`config.mk`:
```
export PLATFORM = sky130hd
export DESIGN_NAME = ccp_compare_unit
export DESIGN_NICKNAME = d
export VERILOG_FILES = /design/src/design/ccp_pkg.sv /design/src/design/ccp_pwm_gen.sv /design/src/design/ccp_compare_unit.sv
export SDC_FILE = /design/constraint.sdc
export NUM_CORES = 1
export LEC_CHECK = 0
export BUFFER_PORTS_ARGS = -buffer_cell sky130_fd_sc_hd__clkbuf_2
export CELL_PAD_IN_SITES_DETAIL_PLACEMENT = 0
export CELL_PAD_IN_SITES_GLOBAL_PLACEMENT = 1
export CORE_ASPECT_RATIO = 1.4
export CORE_MARGIN = 2
export CORE_UTILIZATION = 44
export CTS_CLUSTER_DIAMETER = 150
export DETAILED_ROUTE_END_ITERATION = 7
export MAX_ROUTING_LAYER = met4
export PLACE_DENSITY = 0.91
export SLEW_MARGIN = 20
export SYNTH_ARGS = -nofsm -noshare
export SYNTH_HDL_FRONTEND = slang
export SYNTH_SLANG_ARGS = --single-unit
```
`constraint.sdc`:
```
create_clock -name aclk -period 8.3 [get_ports aclk]
set_input_delay 2.49 -clock aclk [delete_from_list [all_inputs] [get_ports aclk]]
set_output_delay 2.49 -clock aclk [all_outputs]
set_load 0.05 [all_outputs]
```
`src/design/ccp_pkg.sv`:
```
// Purpose: Shared constants for the compare unit and its register slave
// Assumes: 32-bit AXI4-Lite data, word-aligned registers
// Notes: Offsets are byte addresses
package ccp_pkg;
	localparam logic [7:0] OFS_CONTROL = 8'h00;
	localparam logic [7:0] OFS_VALUE = 8'h04;
	localparam logic [7:0] OFS_STATUS = 8'h08;
	localparam logic [7:0] OFS_MASK = 8'h0c;
	localparam logic [7:0] OFS_TIMER_SEL = 8'h10;
	localparam logic [7:0] OFS_STATE = 8'h14;
	localparam logic [1:0] RESP_OKAY = 2'h0;
	localparam logic [1:0] RESP_SLVERR = 2'h2;
	localparam int MODE_LSB = 0;
	localparam int DUTY_LSB = 4;
	localparam logic [5:0] CONTROL_RESET = 6'h00;
	localparam logic [15:0] VALUE_RESET = 16'h0000;
	typedef enum logic [3:0] {
		MODE_OFF = 4'h0,
		MODE_TOGGLE = 4'h2,
		MODE_SET_ON_MATCH = 4'h8,
		MODE_CLR_ON_MATCH = 4'h9,
		MODE_SOFT_IRQ = 4'ha
	} mode_t;
	localparam logic [1:0] PWM_PREFIX = 2'h3;
endpackage

```
`src/design/ccp_pwm_gen.sv`:
```
// Purpose: Pulse-width generator with up to 10-bit duty resolution
// Assumes: Period counter driven from the core clock
// Notes: Duty is reloaded at each period end for glitch-free output
`timescale 1ns/100ps
`default_nettype none
module ccp_pwm_gen #(
	parameter int DUTY_W = 10
) (
	input wire logic aclk, // Core clock
	input wire logic aresetn, // Synchronous reset, active low
	input wire logic enable, // PWM mode active
	input wire logic [DUTY_W-1:0] duty, // Requested duty count
	output logic pwm_out // Registered PWM level
);
	logic [DUTY_W-1:0] cnt_q, cnt_d, duty_q, duty_d;
	logic out_d;
	always_comb begin
		cnt_d = cnt_q + {{(DUTY_W-1){1'b0}}, 1'b1};
		duty_d = duty_q;
		out_d = 1'b0;
		if (!enable) begin
			cnt_d = '0;
			duty_d = duty;
		end else begin
			if (&cnt_q) begin
				duty_d = duty;
			end
			out_d = (cnt_d < duty_d);
		end
	end
	always_ff @(posedge aclk) begin
		if (!aresetn) begin
			cnt_q <= '0;
			duty_q <= '0;
			pwm_out <= 1'b0;
		end else begin
			cnt_q <= cnt_d;
			duty_q <= duty_d;
			pwm_out <= out_d;
		end
	end
endmodule
`default_nettype wire

```
`src/design/ccp_compare_unit.sv`:
```
// Purpose: Compare/PWM unit with AXI4-Lite registers and match interrupt
// Assumes: Timer counts are synchronous to aclk
// Notes: Capture modes read as inactive in this unit
//
// The implementer's own choices: the AXI4-Lite register port and the address map.
`timescale 1ns/100ps
`default_nettype none
// How it works
// - Compare value checked every cycle against the selected 16-bit timer.
// - On match output goes high, low, toggles, or follows port latch.
// - Event flag set in the same cycle the pin action lands.
// - Writing zero control forces compare output latch low; port latch kept.
// - Software interrupt mode leaves the pin alone, only raising the event.
// - Event reaches the interrupt line only while its enable is set.
// - No special event trigger output exists on this unit.
// - PWM mode produces a pulse output of up to 10-bit duty resolution.
// - Writing zero control also forces the PWM latch low.
// - Toggle mode flips output on each match and sets the flag.
// - Mode 1000 presets low, sets on match; 1001 presets high, clears.
// - Mode 0000 disables; it resets only if the duty bits are zero too; 11xx selects PWM.
module ccp_compare_unit
	import ccp_pkg::*;
#(
	parameter int TIMER_W = 16,
	parameter int DUTY_W = 10
) (
	input wire logic aclk, // Core clock, 200 MHz
	input wire logic aresetn, // Synchronous reset, active low
	input wire logic [TIMER_W-1:0] time_base_a, // First timer count
	input wire logic [TIMER_W-1:0] time_base_b, // Second timer count
	input wire logic general_port, // Port data latch for this pin
	input wire logic port_direction_register, // 1 = pin input
	input wire logic [7:0] s_axi_awaddr, // Write address
	input wire logic s_axi_awvalid, // Write address valid
	output logic s_axi_awready, // Write address ready
	input wire logic [31:0] s_axi_wdata, // Write data
	input wire logic [3:0] s_axi_wstrb, // Write strobes
	input wire logic s_axi_wvalid, // Write data valid
	output logic s_axi_wready, // Write data ready
	output logic [1:0] s_axi_bresp, // Write response
	output logic s_axi_bvalid, // Write response valid
	input wire logic s_axi_bready, // Write response ready
	input wire logic [7:0] s_axi_araddr, // Read address
	input wire logic s_axi_arvalid, // Read address valid
	output logic s_axi_arready, // Read address ready
	output logic [31:0] s_axi_rdata, // Read data
	output logic [1:0] s_axi_rresp, // Read response
	output logic s_axi_rvalid, // Read data valid
	input wire logic s_axi_rready, // Read data ready
	output logic shared_output_pin, // Pin level
	output logic shared_output_pin_oe, // Pin output enable
	output logic irq // Level interrupt
);
	// Register state
	logic [5:0] ctrl_q, ctrl_d;
	logic [15:0] value_q, value_d;
	logic status_q, status_d;
	logic mask_q, mask_d;
	logic tsel_q, tsel_d;
	logic unit_output_q, unit_output_d;
	logic [TIMER_W-1:0] prev_q, prev_d;
	logic prev_ok_q, prev_ok_d;
	logic pin_d, oe_d, irq_d;
	// Bus state
	logic aw_hold_q, aw_hold_d, w_hold_q, w_hold_d;
	logic [7:0] aw_addr_q, aw_addr_d;
	logic [31:0] w_data_q, w_data_d;
	logic [3:0] w_strb_q, w_strb_d;
	logic awready_d, wready_d, bvalid_d, arready_d, rvalid_d;
	logic [1:0] bresp_d, rresp_d;
	logic [31:0] rdata_d, rd_word;
	// Derived
	logic [3:0] mode;
	logic [TIMER_W-1:0] timer;
	logic is_cmp, owns_pin, is_pwm, is_match, ev, do_wr, do_rd, wr_ok, rd_ok;
	logic ctrl_wr, ctrl_zero_wr, preset;
	logic [31:0] wval;
	logic pwm_level;

	assign mode = ctrl_q[MODE_LSB +: 4];
	assign timer = tsel_q ? time_base_b : time_base_a;
	assign is_pwm = (mode[3:2] == PWM_PREFIX);
	// Mode decode: which codes compare, and which of those own the pin
	always_comb begin
		is_cmp = 1'b0;
		owns_pin = 1'b0;
		case (mode)
			MODE_TOGGLE,
			MODE_SET_ON_MATCH,
			MODE_CLR_ON_MATCH: begin
				is_cmp = 1'b1;
				owns_pin = 1'b1;
			end
			MODE_SOFT_IRQ: begin
				// Matches still count, but the pin stays with the port latch
				is_cmp = 1'b1;
			end
			default: begin
				// Off, capture, PWM and reserved codes never match
				is_cmp = 1'b0;
				owns_pin = 1'b0;
			end
		endcase
	end
	assign is_match = is_cmp && (timer == value_q[TIMER_W-1:0]) &&
		!(prev_ok_q && prev_q == timer);
	assign ev = is_match;

	// The PWM latch clears whenever the mode leaves PWM, a zero control word included
	ccp_pwm_gen #(.DUTY_W(DUTY_W)) u_pwm (
		.aclk(aclk),
		.aresetn(aresetn),
		.enable(is_pwm),
		.duty({value_q[7:0], ctrl_q[DUTY_LSB +: 2]}),
		.pwm_out(pwm_level)
	);

	// Bus write capture, either order
	// A write lands once both halves are held and no response is pending
	assign do_wr = aw_hold_q && w_hold_q && !s_axi_bvalid;
	always_comb begin
		aw_hold_d = aw_hold_q;
		w_hold_d = w_hold_q;
		aw_addr_d = aw_addr_q;
		w_data_d = w_data_q;
		w_strb_d = w_strb_q;
		awready_d = s_axi_awready;
		wready_d = s_axi_wready;
		bvalid_d = s_axi_bvalid;
		bresp_d = s_axi_bresp;
		if (s_axi_awvalid && s_axi_awready) begin
			aw_hold_d = 1'b1;
			aw_addr_d = s_axi_awaddr;
			awready_d = 1'b0;
		end
		if (s_axi_wvalid && s_axi_wready) begin
			w_hold_d = 1'b1;
			w_data_d = s_axi_wdata;
			w_strb_d = s_axi_wstrb;
			wready_d = 1'b0;
		end
		if (do_wr) begin
			aw_hold_d = 1'b0;
			w_hold_d = 1'b0;
			bvalid_d = 1'b1;
			bresp_d = wr_ok ? RESP_OKAY : RESP_SLVERR;
		end
		if (s_axi_bvalid && s_axi_bready) begin
			bvalid_d = 1'b0;
			awready_d = 1'b1;
			wready_d = 1'b1;
		end
	end
	// Only words up to the timer select take writes; the state word is read-only
	assign wr_ok = (aw_addr_q <= OFS_TIMER_SEL) && (aw_addr_q[1:0] == 2'h0);
	// Strobed byte lanes of the held write word
	always_comb begin
		wval = 32'h0;
		for (int i = 0; i < 4; i++) begin
			wval[i*8 +: 8] = w_strb_q[i] ? w_data_q[i*8 +: 8] : 8'h00;
		end
	end
	assign ctrl_wr = do_wr && (aw_addr_q == OFS_CONTROL) && w_strb_q[0];
	assign ctrl_zero_wr = ctrl_wr && (wval[5:0] == 6'h00);
	assign preset = ctrl_wr && (wval[5:0] != ctrl_q);

	// Register file and compare output
	always_comb begin
		ctrl_d = ctrl_q;
		value_d = value_q;
		mask_d = mask_q;
		tsel_d = tsel_q;
		unit_output_d = unit_output_q;
		if (do_wr) begin
			case (aw_addr_q)
				OFS_CONTROL: begin
					if (w_strb_q[0]) begin
						ctrl_d = wval[5:0];
					end
				end
				OFS_VALUE: begin
					if (w_strb_q[0]) begin
						value_d[7:0] = wval[7:0];
					end
					if (w_strb_q[1]) begin
						value_d[15:8] = wval[15:8];
					end
				end
				OFS_MASK: begin
					if (w_strb_q[0]) begin
						mask_d = wval[0];
					end
				end
				OFS_TIMER_SEL: begin
					if (w_strb_q[0]) begin
						tsel_d = wval[0];
					end
				end
				default: begin
				end
			endcase
		end
		if (ev) begin
			case (mode)
				MODE_TOGGLE: unit_output_d = !unit_output_q;
				MODE_SET_ON_MATCH: unit_output_d = 1'b1;
				MODE_CLR_ON_MATCH: unit_output_d = 1'b0;
				default: unit_output_d = unit_output_q;
			endcase
		end
		// Presets follow the match action, so a mode change decides the latch
		if (preset) begin
			case (wval[3:0])
				MODE_SET_ON_MATCH: unit_output_d = 1'b0;
				MODE_CLR_ON_MATCH: unit_output_d = 1'b1;
				default: unit_output_d = unit_output_q;
			endcase
		end
		// A zero control word beats both, so the compare latch always reads low
		if (ctrl_zero_wr) begin
			unit_output_d = 1'b0;
		end
	end

	// Match flag: a one written clears it, but a match in that same cycle wins
	always_comb begin
		status_d = status_q;
		if (do_wr && (aw_addr_q == OFS_STATUS) && w_strb_q[0] && wval[0]) begin
			status_d = 1'b0;
		end
		if (ev) begin
			status_d = 1'b1;
		end
	end

	// Match history so a held timer value does not retrigger
	always_comb begin
		prev_d = timer;
		prev_ok_d = is_cmp;
	end

	// Pin mux: compare latch, PWM, or port latch
	always_comb begin
		oe_d = !port_direction_register;
		if (is_pwm) begin
			pin_d = pwm_level;
		end else if (owns_pin) begin
			pin_d = unit_output_d;
		end else begin
			pin_d = general_port;
		end
		irq_d = status_d && mask_q;
	end

	// Reads: the word is decoded from the address as it is taken
	always_comb begin
		rd_word = 32'h0;
		rd_ok = 1'b1;
		case (s_axi_araddr)
			OFS_CONTROL: rd_word = {26'h0, ctrl_q};
			OFS_VALUE: rd_word = {16'h0, value_q};
			OFS_STATUS: rd_word = {31'h0, status_q};
			OFS_MASK: rd_word = {31'h0, mask_q};
			OFS_TIMER_SEL: rd_word = {31'h0, tsel_q};
			OFS_STATE: rd_word = {30'h0, is_pwm ? pwm_level : unit_output_q, is_match};
			default: rd_ok = 1'b0;
		endcase
	end
	assign do_rd = s_axi_arvalid && s_axi_arready;
	always_comb begin
		arready_d = s_axi_arready;
		rvalid_d = s_axi_rvalid;
		rdata_d = s_axi_rdata;
		rresp_d = s_axi_rresp;
		if (do_rd) begin
			arready_d = 1'b0;
			rvalid_d = 1'b1;
			rdata_d = rd_word;
			rresp_d = rd_ok ? RESP_OKAY : RESP_SLVERR;
		end
		if (s_axi_rvalid && s_axi_rready) begin
			rvalid_d = 1'b0;
			arready_d = 1'b1;
		end
	end

	always_ff @(posedge aclk) begin
		if (!aresetn) begin
			ctrl_q <= CONTROL_RESET;
			value_q <= VALUE_RESET;
			status_q <= 1'b0;
			mask_q <= 1'b0;
			tsel_q <= 1'b0;
			unit_output_q <= 1'b0;
			prev_q <= '0;
			prev_ok_q <= 1'b0;
			aw_hold_q <= 1'b0;
			w_hold_q <= 1'b0;
			aw_addr_q <= 8'h00;
			w_data_q <= 32'h0;
			w_strb_q <= 4'h0;
			s_axi_awready <= 1'b1;
			s_axi_wready <= 1'b1;
			s_axi_bvalid <= 1'b0;
			s_axi_bresp <= RESP_OKAY;
			s_axi_arready <= 1'b1;
			s_axi_rvalid <= 1'b0;
			s_axi_rdata <= 32'h0;
			s_axi_rresp <= RESP_OKAY;
			shared_output_pin <= 1'b0;
			shared_output_pin_oe <= 1'b0;
			irq <= 1'b0;
		end else begin
			ctrl_q <= ctrl_d;
			value_q <= value_d;
			status_q <= status_d;
			mask_q <= mask_d;
			tsel_q <= tsel_d;
			unit_output_q <= unit_output_d;
			prev_q <= prev_d;
			prev_ok_q <= prev_ok_d;
			aw_hold_q <= aw_hold_d;
			w_hold_q <= w_hold_d;
			aw_addr_q <= aw_addr_d;
			w_data_q <= w_data_d;
			w_strb_q <= w_strb_d;
			s_axi_awready <= awready_d;
			s_axi_wready <= wready_d;
			s_axi_bvalid <= bvalid_d;
			s_axi_bresp <= bresp_d;
			s_axi_arready <= arready_d;
			s_axi_rvalid <= rvalid_d;
			s_axi_rdata <= rdata_d;
			s_axi_rresp <= rresp_d;
			shared_output_pin <= pin_d;
			shared_output_pin_oe <= oe_d;
			irq <= irq_d;
		end
	end
endmodule
`default_nettype wire

```
* Word-level counts from Yosys, hierarchy flattened
Cells that the tools add are included.
** Cells by class
- Reductions and logical operators :: 40
- $lt $le $gt $ge :: 2
- Add/subtract/negate cells :: 1
- Equal/unequal tests :: 19
- Bitwise gates (word level) :: 1
- Multiplexer cells :: 21
** Operator list (count)
- $pmux 16 s6 :: 1
- $eq 16x16->1 :: 2
- $eq 8x4->1 const B :: 4
- $mux 10 :: 3
- $eq 8x5->1 const B :: 3
- $eq 4x4->1 const B :: 5
- $logic_and 1x1->1 :: 19
- $eq 8x3->1 const B :: 2
- $logic_not 8->1 :: 2
- $mux 16 :: 1
- $reduce_and 3->1 :: 5
- $mux 1 :: 11
- $add 10x1->10 const B :: 1
- $lt 10x10->1 :: 1
- $reduce_and 10->1 :: 1
- $le 8x5->1 const B :: 1
- $mux 8 :: 1
- $logic_not 6->1 :: 1
- $ne 6x6->1 :: 1
- $reduce_or 2->1 :: 3
- $reduce_or 6->1 :: 1
- $eq 4x2->1 const B :: 1
- $logic_not 1->1 :: 4
- $mux 2 :: 2
- other kinds (8) :: 8
** Word-level totals
- Output and inout bits :: 44
- Word-level logic and storage cells :: 112
- Register bits :: 136
- Bits of input ports :: 93

* Logic depth before layout (Yosys ltp)
- Word-level depth :: 10
- Mapped depth :: 11
- Depth with buffers taken out :: 10

* Cells and area by module
Synthesis repeated with hierarchy kept, for this count alone.
** Unflattened totals
- Cells, all modules :: 631
- Area total of the unflattened synthesis :: 5825.6 µm²
** By module, submodules not included
- ccp_compare_unit :: cells an instance 521, seq. area each 1941.9 µm², times used 1, area each 4677.0 µm²
- ccp_pwm_gen :: cells an instance 110, seq. area each 420.4 µm², times used 1, area each 1148.6 µm²

* Worst setup path before layout
No wires, ideal clock.
- Path type :: input port to flip-flop
- From :: in time_base_b[12]
- To :: reg shared_output_pin
- Path slack :: 4195 ps
- Setup time :: 74 ps
- Path buffers :: 0
- Cell stages on the path :: 8
- Required time :: 8226 ps
- Arrival :: 4031 ps
- Cells stage by stage :: mux2i_1 > xnor2_1 > nor4_1 > nand4_1 > o211ai_2 > mux2i_1 > or3b_1 > a31oi_1
** Between the ends
- Longest elaborated chain between the ends :: 10
- Elaborated cells between the ends (all ways) :: 12
- Those cells by class :: 2 x eq/ne; 6 x mux; 4 x reduce/logical
** Ends and longest elaborated chain
- start, declared :: line ccp_compare_unit.sv:30 : input wire logic [TIMER_W-1:0] time_base_b,
- $mux 16 (*) :: line ccp_compare_unit.sv:81 : assign timer = tsel_q ? time_base_b : time_base_a;
- $eq 16x16->1 :: line ccp_compare_unit.sv:106 : !(prev_ok_q && prev_q == timer);
- $logic_and 1x1->1 :: line ccp_compare_unit.sv:106
- $logic_not 1->1 :: line ccp_compare_unit.sv:106
- $logic_and 1x1->1 (*) :: line ccp_compare_unit.sv:105 : assign is_match = is_cmp && (timer == value_q[TIMER_W-1:0]) &&
- $mux 1 (*) :: line ccp_compare_unit.sv:203 : if (ev) begin
- $mux 1 (*) :: line ccp_compare_unit.sv:212 : if (preset) begin
- $mux 1 (*) :: line ccp_compare_unit.sv:220 : if (ctrl_zero_wr) begin
- $mux 1 (*) :: line ccp_compare_unit.sv:247 : end else if (owns_pin) begin
- $mux 1 (*) :: line ccp_compare_unit.sv:245 : if (is_pwm) begin
- end signal, assigned :: line ccp_compare_unit.sv:335 : shared_output_pin <= pin_d;
- end, declared :: line ccp_compare_unit.sv:50 : output logic shared_output_pin,
Mark *: on every way between the ends. The rest lies on a longest branch, timed or not.
A chain may end at the register's enable or synchronous reset.

* Final worst setup path
- From :: in time_base_b[7]
- To :: reg shared_output_pin
Same word-level chain as after synthesis.

==> flow_results.xml <==
<?xml version="1.0" encoding="UTF-8"?>
<metrics>
  <group name="power_and_ir_drop">
    <metric name="internal_power_summed_over_all_cells" unit="mW">1.069</metric>
    <metric name="vdd_drop_max" unit="µV">128.2</metric>
    <metric name="total_leakage_power" unit="nW">2.844</metric>
    <metric name="combPwrFrac" unit="%">7.9</metric>
    <metric name="power_density" unit="mW/mm²">207.8</metric>
    <metric name="switching_power" unit="mW">0.3564</metric>
    <metric name="clock_power_share" unit="%">50.3</metric>
    <metric name="switching_share" unit="%">25.01</metric>
    <metric name="seqPwrFrac" unit="%">41.8</metric>
  </group>
  <group name="final_layout">
    <metric name="num-nets-final" unit="">817</metric>
    <metric name="area.sequential" unit="mm²">0.002362</metric>
    <metric name="layout_common_cells" unit="">dfxtp_1 (118), clkbuf_2 (100), nand2_1 (84)</metric>
    <metric name="nFillCells" unit="">1170</metric>
    <metric name="finish.utilization" unit="%">53.27</metric>
    <metric name="multi_input_comb_area" unit="mm²">0.003181</metric>
    <metric name="layout.cells.most_common" unit="">dfxtp_1</metric>
    <metric name="area.growth.synth_to_final" unit="%">18.38</metric>
    <metric name="post_route_cell_area" unit="mm²">0.006859</metric>
    <metric name="num_antenna_cells" unit="">0</metric>
    <metric name="fin_cells" unit="">880</metric>
    <metric name="drive_above_1_share" unit="%">20.91</metric>
  </group>
  <group name="synthesis">
    <metric name="synth_top_cell_area_share" unit="%">40.77</metric>
    <metric name="synth-edff-count" unit="">0</metric>
    <metric name="yosys.area.top_type" unit="">dfxtp_1</metric>
    <metric name="netlist_area" unit="mm²">0.005794</metric>
    <metric name="yosysWarnings" unit="">0</metric>
    <metric name="async_reset_ff_share" unit="%">0</metric>
    <metric name="synth_ff_type" unit="">dfxtp_1</metric>
    <metric name="synthesis.instances" unit="">634</metric>
    <metric name="flop_and_latch_count_out_of_synthesis" unit="">118</metric>
    <metric name="syn-mean-instance-area" unit="µm²">9.139</metric>
    <metric name="synth.yosys.seq_area_share" unit="%">40.77</metric>
    <metric name="synthTopCellsByArea" unit="">dfxtp_1 (41%), mux2i_1 (7.4%), nor2b_1 (5.8%)</metric>
    <metric name="synth_cell_type_count" unit="">53</metric>
  </group>
  <group name="cts">
    <metric name="cts-htree-levels" unit="">4</metric>
    <metric name="cts_hold_buffers" unit="">0</metric>
    <metric name="post_cts.resized_instances" unit="">0</metric>
    <metric name="numCtsBuffers" unit="">17</metric>
    <metric name="root_buffer" unit="">clkbuf_16</metric>
    <metric name="clock_pin_slew_of_the_registers_on_the_worst_case_setup_and_hold_paths" unit="ps">50</metric>
    <metric name="cts_tree" unit="">done</metric>
    <metric name="cts.sink_count" unit="">118</metric>
    <metric name="clock_tree.buffer_depth" unit="">2</metric>
    <metric name="worst_skew_pair.late_latency" unit="ps">410</metric>
    <metric name="cts_setup_buffers" unit="">0</metric>
  </group>
  <group name="critical_path">
    <metric name="critical_path_arrival" unit="ps">4560</metric>
    <metric name="r2r-start" unit="">tsel_q$_SDFFE_PN0P_</metric>
    <metric name="worst-endpoint-required" unit="ps">8620</metric>
    <metric name="end_point_of_the_critical_path" unit="">shared_output_pin$_SDFF_PN0_</metric>
    <metric name="capture_point_of_the_worst_reg_to_reg_path" unit="">shared_output_pin$_SDFF_PN0_</metric>
    <metric name="r2r_cell_count" unit="">9</metric>
    <metric name="critical_path.startpoint_type" unit="">primary input</metric>
    <metric name="crit_fanout" unit="">3</metric>
    <metric name="critical_path_class" unit="">in2reg</metric>
    <metric name="worst_setup_path_startpoint" unit="">time_base_b[7]</metric>
    <metric name="critical_path.endpoint_type" unit="">flop</metric>
    <metric name="setup.reg_to_reg.worst_slack" unit="ps">5110</metric>
  </group>
  <group name="floorplanning">
    <metric name="std_cell_rows" unit="">49</metric>
    <metric name="initial_util" unit="%">45.00</metric>
    <metric name="top_level_ports" unit="">137</metric>
    <metric name="die_area" unit="mm²">0.01412</metric>
    <metric name="chipHeight" unit="µm">139.8</metric>
    <metric name="die_x_extent" unit="µm">101.0</metric>
    <metric name="core-area" unit="mm²">0.01287</metric>
  </group>
  <group name="timing">
    <metric name="worst_clock_skew" unit="ps">7.467</metric>
    <metric name="report.final.slew_viol_count" unit="">0</metric>
    <metric name="fmax" unit="MHz">236.0</metric>
    <metric name="setup_slack" unit="ps">4063</metric>
    <metric name="worstMarginPinSlew" unit="ps">884.1</metric>
    <metric name="setup_tns" unit="ps">0</metric>
    <metric name="finalCritPeriodShare" unit="%">51.04</metric>
    <metric name="grt_setup_unrepaired" unit="">false</metric>
    <metric name="post-route-min-period" unit="ps">4237</metric>
    <metric name="report.final.hold_viol_count" unit="">0</metric>
    <metric name="setup_viol" unit="">0</metric>
    <metric name="timing.slew.headroom" unit="%">41.06</metric>
  </group>
  <group name="route">
    <metric name="drt_wl_total" unit="µm">13050</metric>
    <metric name="route.detailed.drc" unit="">0</metric>
    <metric name="dr.first_iter.drc_count" unit="">193</metric>
    <metric name="detail_route.first_pass.iterations" unit="">4</metric>
    <metric name="vias" unit="">4599</metric>
    <metric name="vias_per_cell" unit="">5.226</metric>
    <metric name="wire_per_inst" unit="µm">14.83</metric>
    <metric name="antenna_left" unit="">0</metric>
  </group>
  <group name="place">
    <metric name="placedCellCount" unit="">848</metric>
    <metric name="port-buffer-count" unit="">100</metric>
    <metric name="detailedPlacementHpwl" unit="µm">9607</metric>
    <metric name="pre_cts_ws" unit="ps">3675</metric>
    <metric name="placedInstanceArea" unit="mm²">0.006267</metric>
    <metric name="gp_congestion" unit="">0.8084</metric>
  </group>
  <group name="global_route">
    <metric name="largest_net_degree_at_the_start_of_global_routing" unit="">60</metric>
    <metric name="grt_antenna_before_repair" unit="">0</metric>
    <metric name="via_count_of_the_first_global_routing_pass" unit="">4528</metric>
    <metric name="grt_first_pass_wirelength" unit="µm">21510</metric>
    <metric name="grt.overflow.total" unit="">0</metric>
    <metric name="groute.usage.overall" unit="%">19.53</metric>
  </group>
  <group name="worst_hold_path">
    <metric name="holdCritPathClass" unit="">reg2reg</metric>
  </group>
  <group name="job">
    <metric name="drv_cap" unit="">0</metric>
  </group>
  <group name="status">
    <metric name="result_of_the_run" unit="">finished, final reports clean</metric>
  </group>
</metrics>
## how the worst min path moves through the flow
stage	start	to	slack, ps	cells past startpoint
CTS	w_strb_q[1]$_SDFFE_PN0P_	w_strb_q[1]$_SDFFE_PN0P_	470	2
global route	aw_addr_q[5]$_SDFFE_PN0P_	aw_addr_q[5]$_SDFFE_PN0P_	490	2
finish	w_strb_q[1]$_SDFFE_PN0P_	w_strb_q[1]$_SDFFE_PN0P_	470	2
global placement	aw_hold_q$_SDFFE_PP0P_	aw_hold_q$_SDFFE_PP0P_	450	2
floorplan	aw_hold_q$_SDFFE_PP0P_	aw_hold_q$_SDFFE_PP0P_	440	2
detailed placement	aw_addr_q[7]$_SDFFE_PN0P_	aw_addr_q[7]$_SDFFE_PN0P_	460	2
## state kept, by name, indices dropped and copies added, names as in the netlist, 2 cells and up
name / flops
aw_addr_q: 8
ctrl_q: 6
prev_q: 16
s_axi_rdata: 16
u_pwm.cnt_q: 10
u_pwm.duty_q: 10
value_q: 16
w_data_q: 16
w_strb_q: 2
## critical path, stage by stage
cell	delay, ps
clkbuf_2	80
mux2i_1	390
xnor2_1	150
nor4_1	300
and3_1	210
o211ai_2	160
mux2i_1	170
or3b_1	380
a31oi_1	230
## per-stage QoR
stage	hold WS, ps	power (mW)
after floorplan	436.9	0.6934
after global placement	447.8	0.7177
after detailed placement	462.1	0.7209
after CTS	469.9	1.434
after global routing	490.6	1.478
final	465.7	1.425
## logic make-up after synthesis
kind of cell / count (synthesis) / share of synthesized area (%)
simple gates: 240 / 21.55
flops: 118 / 40.77
compound gates: 105 / 12.87
buf+inv: 63 / 5.701
mux: 54 / 10.39
xor+xnor: 43 / 6.500
fa+ha+maj: 10 / 2.159
other cells: 1 / 0.06472
## Yosys cell counts, types with 2 or more instances
cell type,n
buf_4,18
inv_1,3
o21ai_0,13
xnor2_1,33
o211a_1,10
o22ai_1,3
nand2b_1,7
clkbuf_1,38
nor2_1,20
mux2_2,6
nor3_1,6
mux2i_4,4
nand3_1,23
ha_1,10
and2b_1,3
nor4_1,6
nand2_1,84
a22oi_1,19
a21oi_1,14
a31oi_1,2
o31ai_1,2
dfxtp_1,118
a21boi_0,36
nor3b_1,2
xor2_1,10
buf_2,2
nor2b_1,54
and2_1,7
nand4_1,4
and3_1,6
nand3b_1,7
mux2i_1,43
## power by group through the flow
stage	combinational [mW]	clock (mW)	sequential, mW
3_3_place_gp	0.111	0	0.607
4_1_cts	0.114	0.725	0.596
3_5_place_dp	0.113	0	0.608
2_1_floorplan	0.0827	0	0.611
5_1_grt	0.125	0.755	0.598
6_report	0.113	0.716	0.596
## layout make-up
class / instances / share of cell area, %
clock buffer: 18 / 6.257
clock inverter: 14 / 2.244
inverter: 3 / 0.1642
multi-input combinational: 470 / 46.37
sequential: 118 / 34.44
tap: 153 / 2.791
timing repair buffer: 104 / 7.734
## layer usage
layer  GRT usage [%]  wire length (µm)
met2           32.42              6672
met5               -                 0
met4           8.108               285
met1           22.28              5495
met3           4.721               600
No activity file was read; power rests on OpenSTA's default activity.
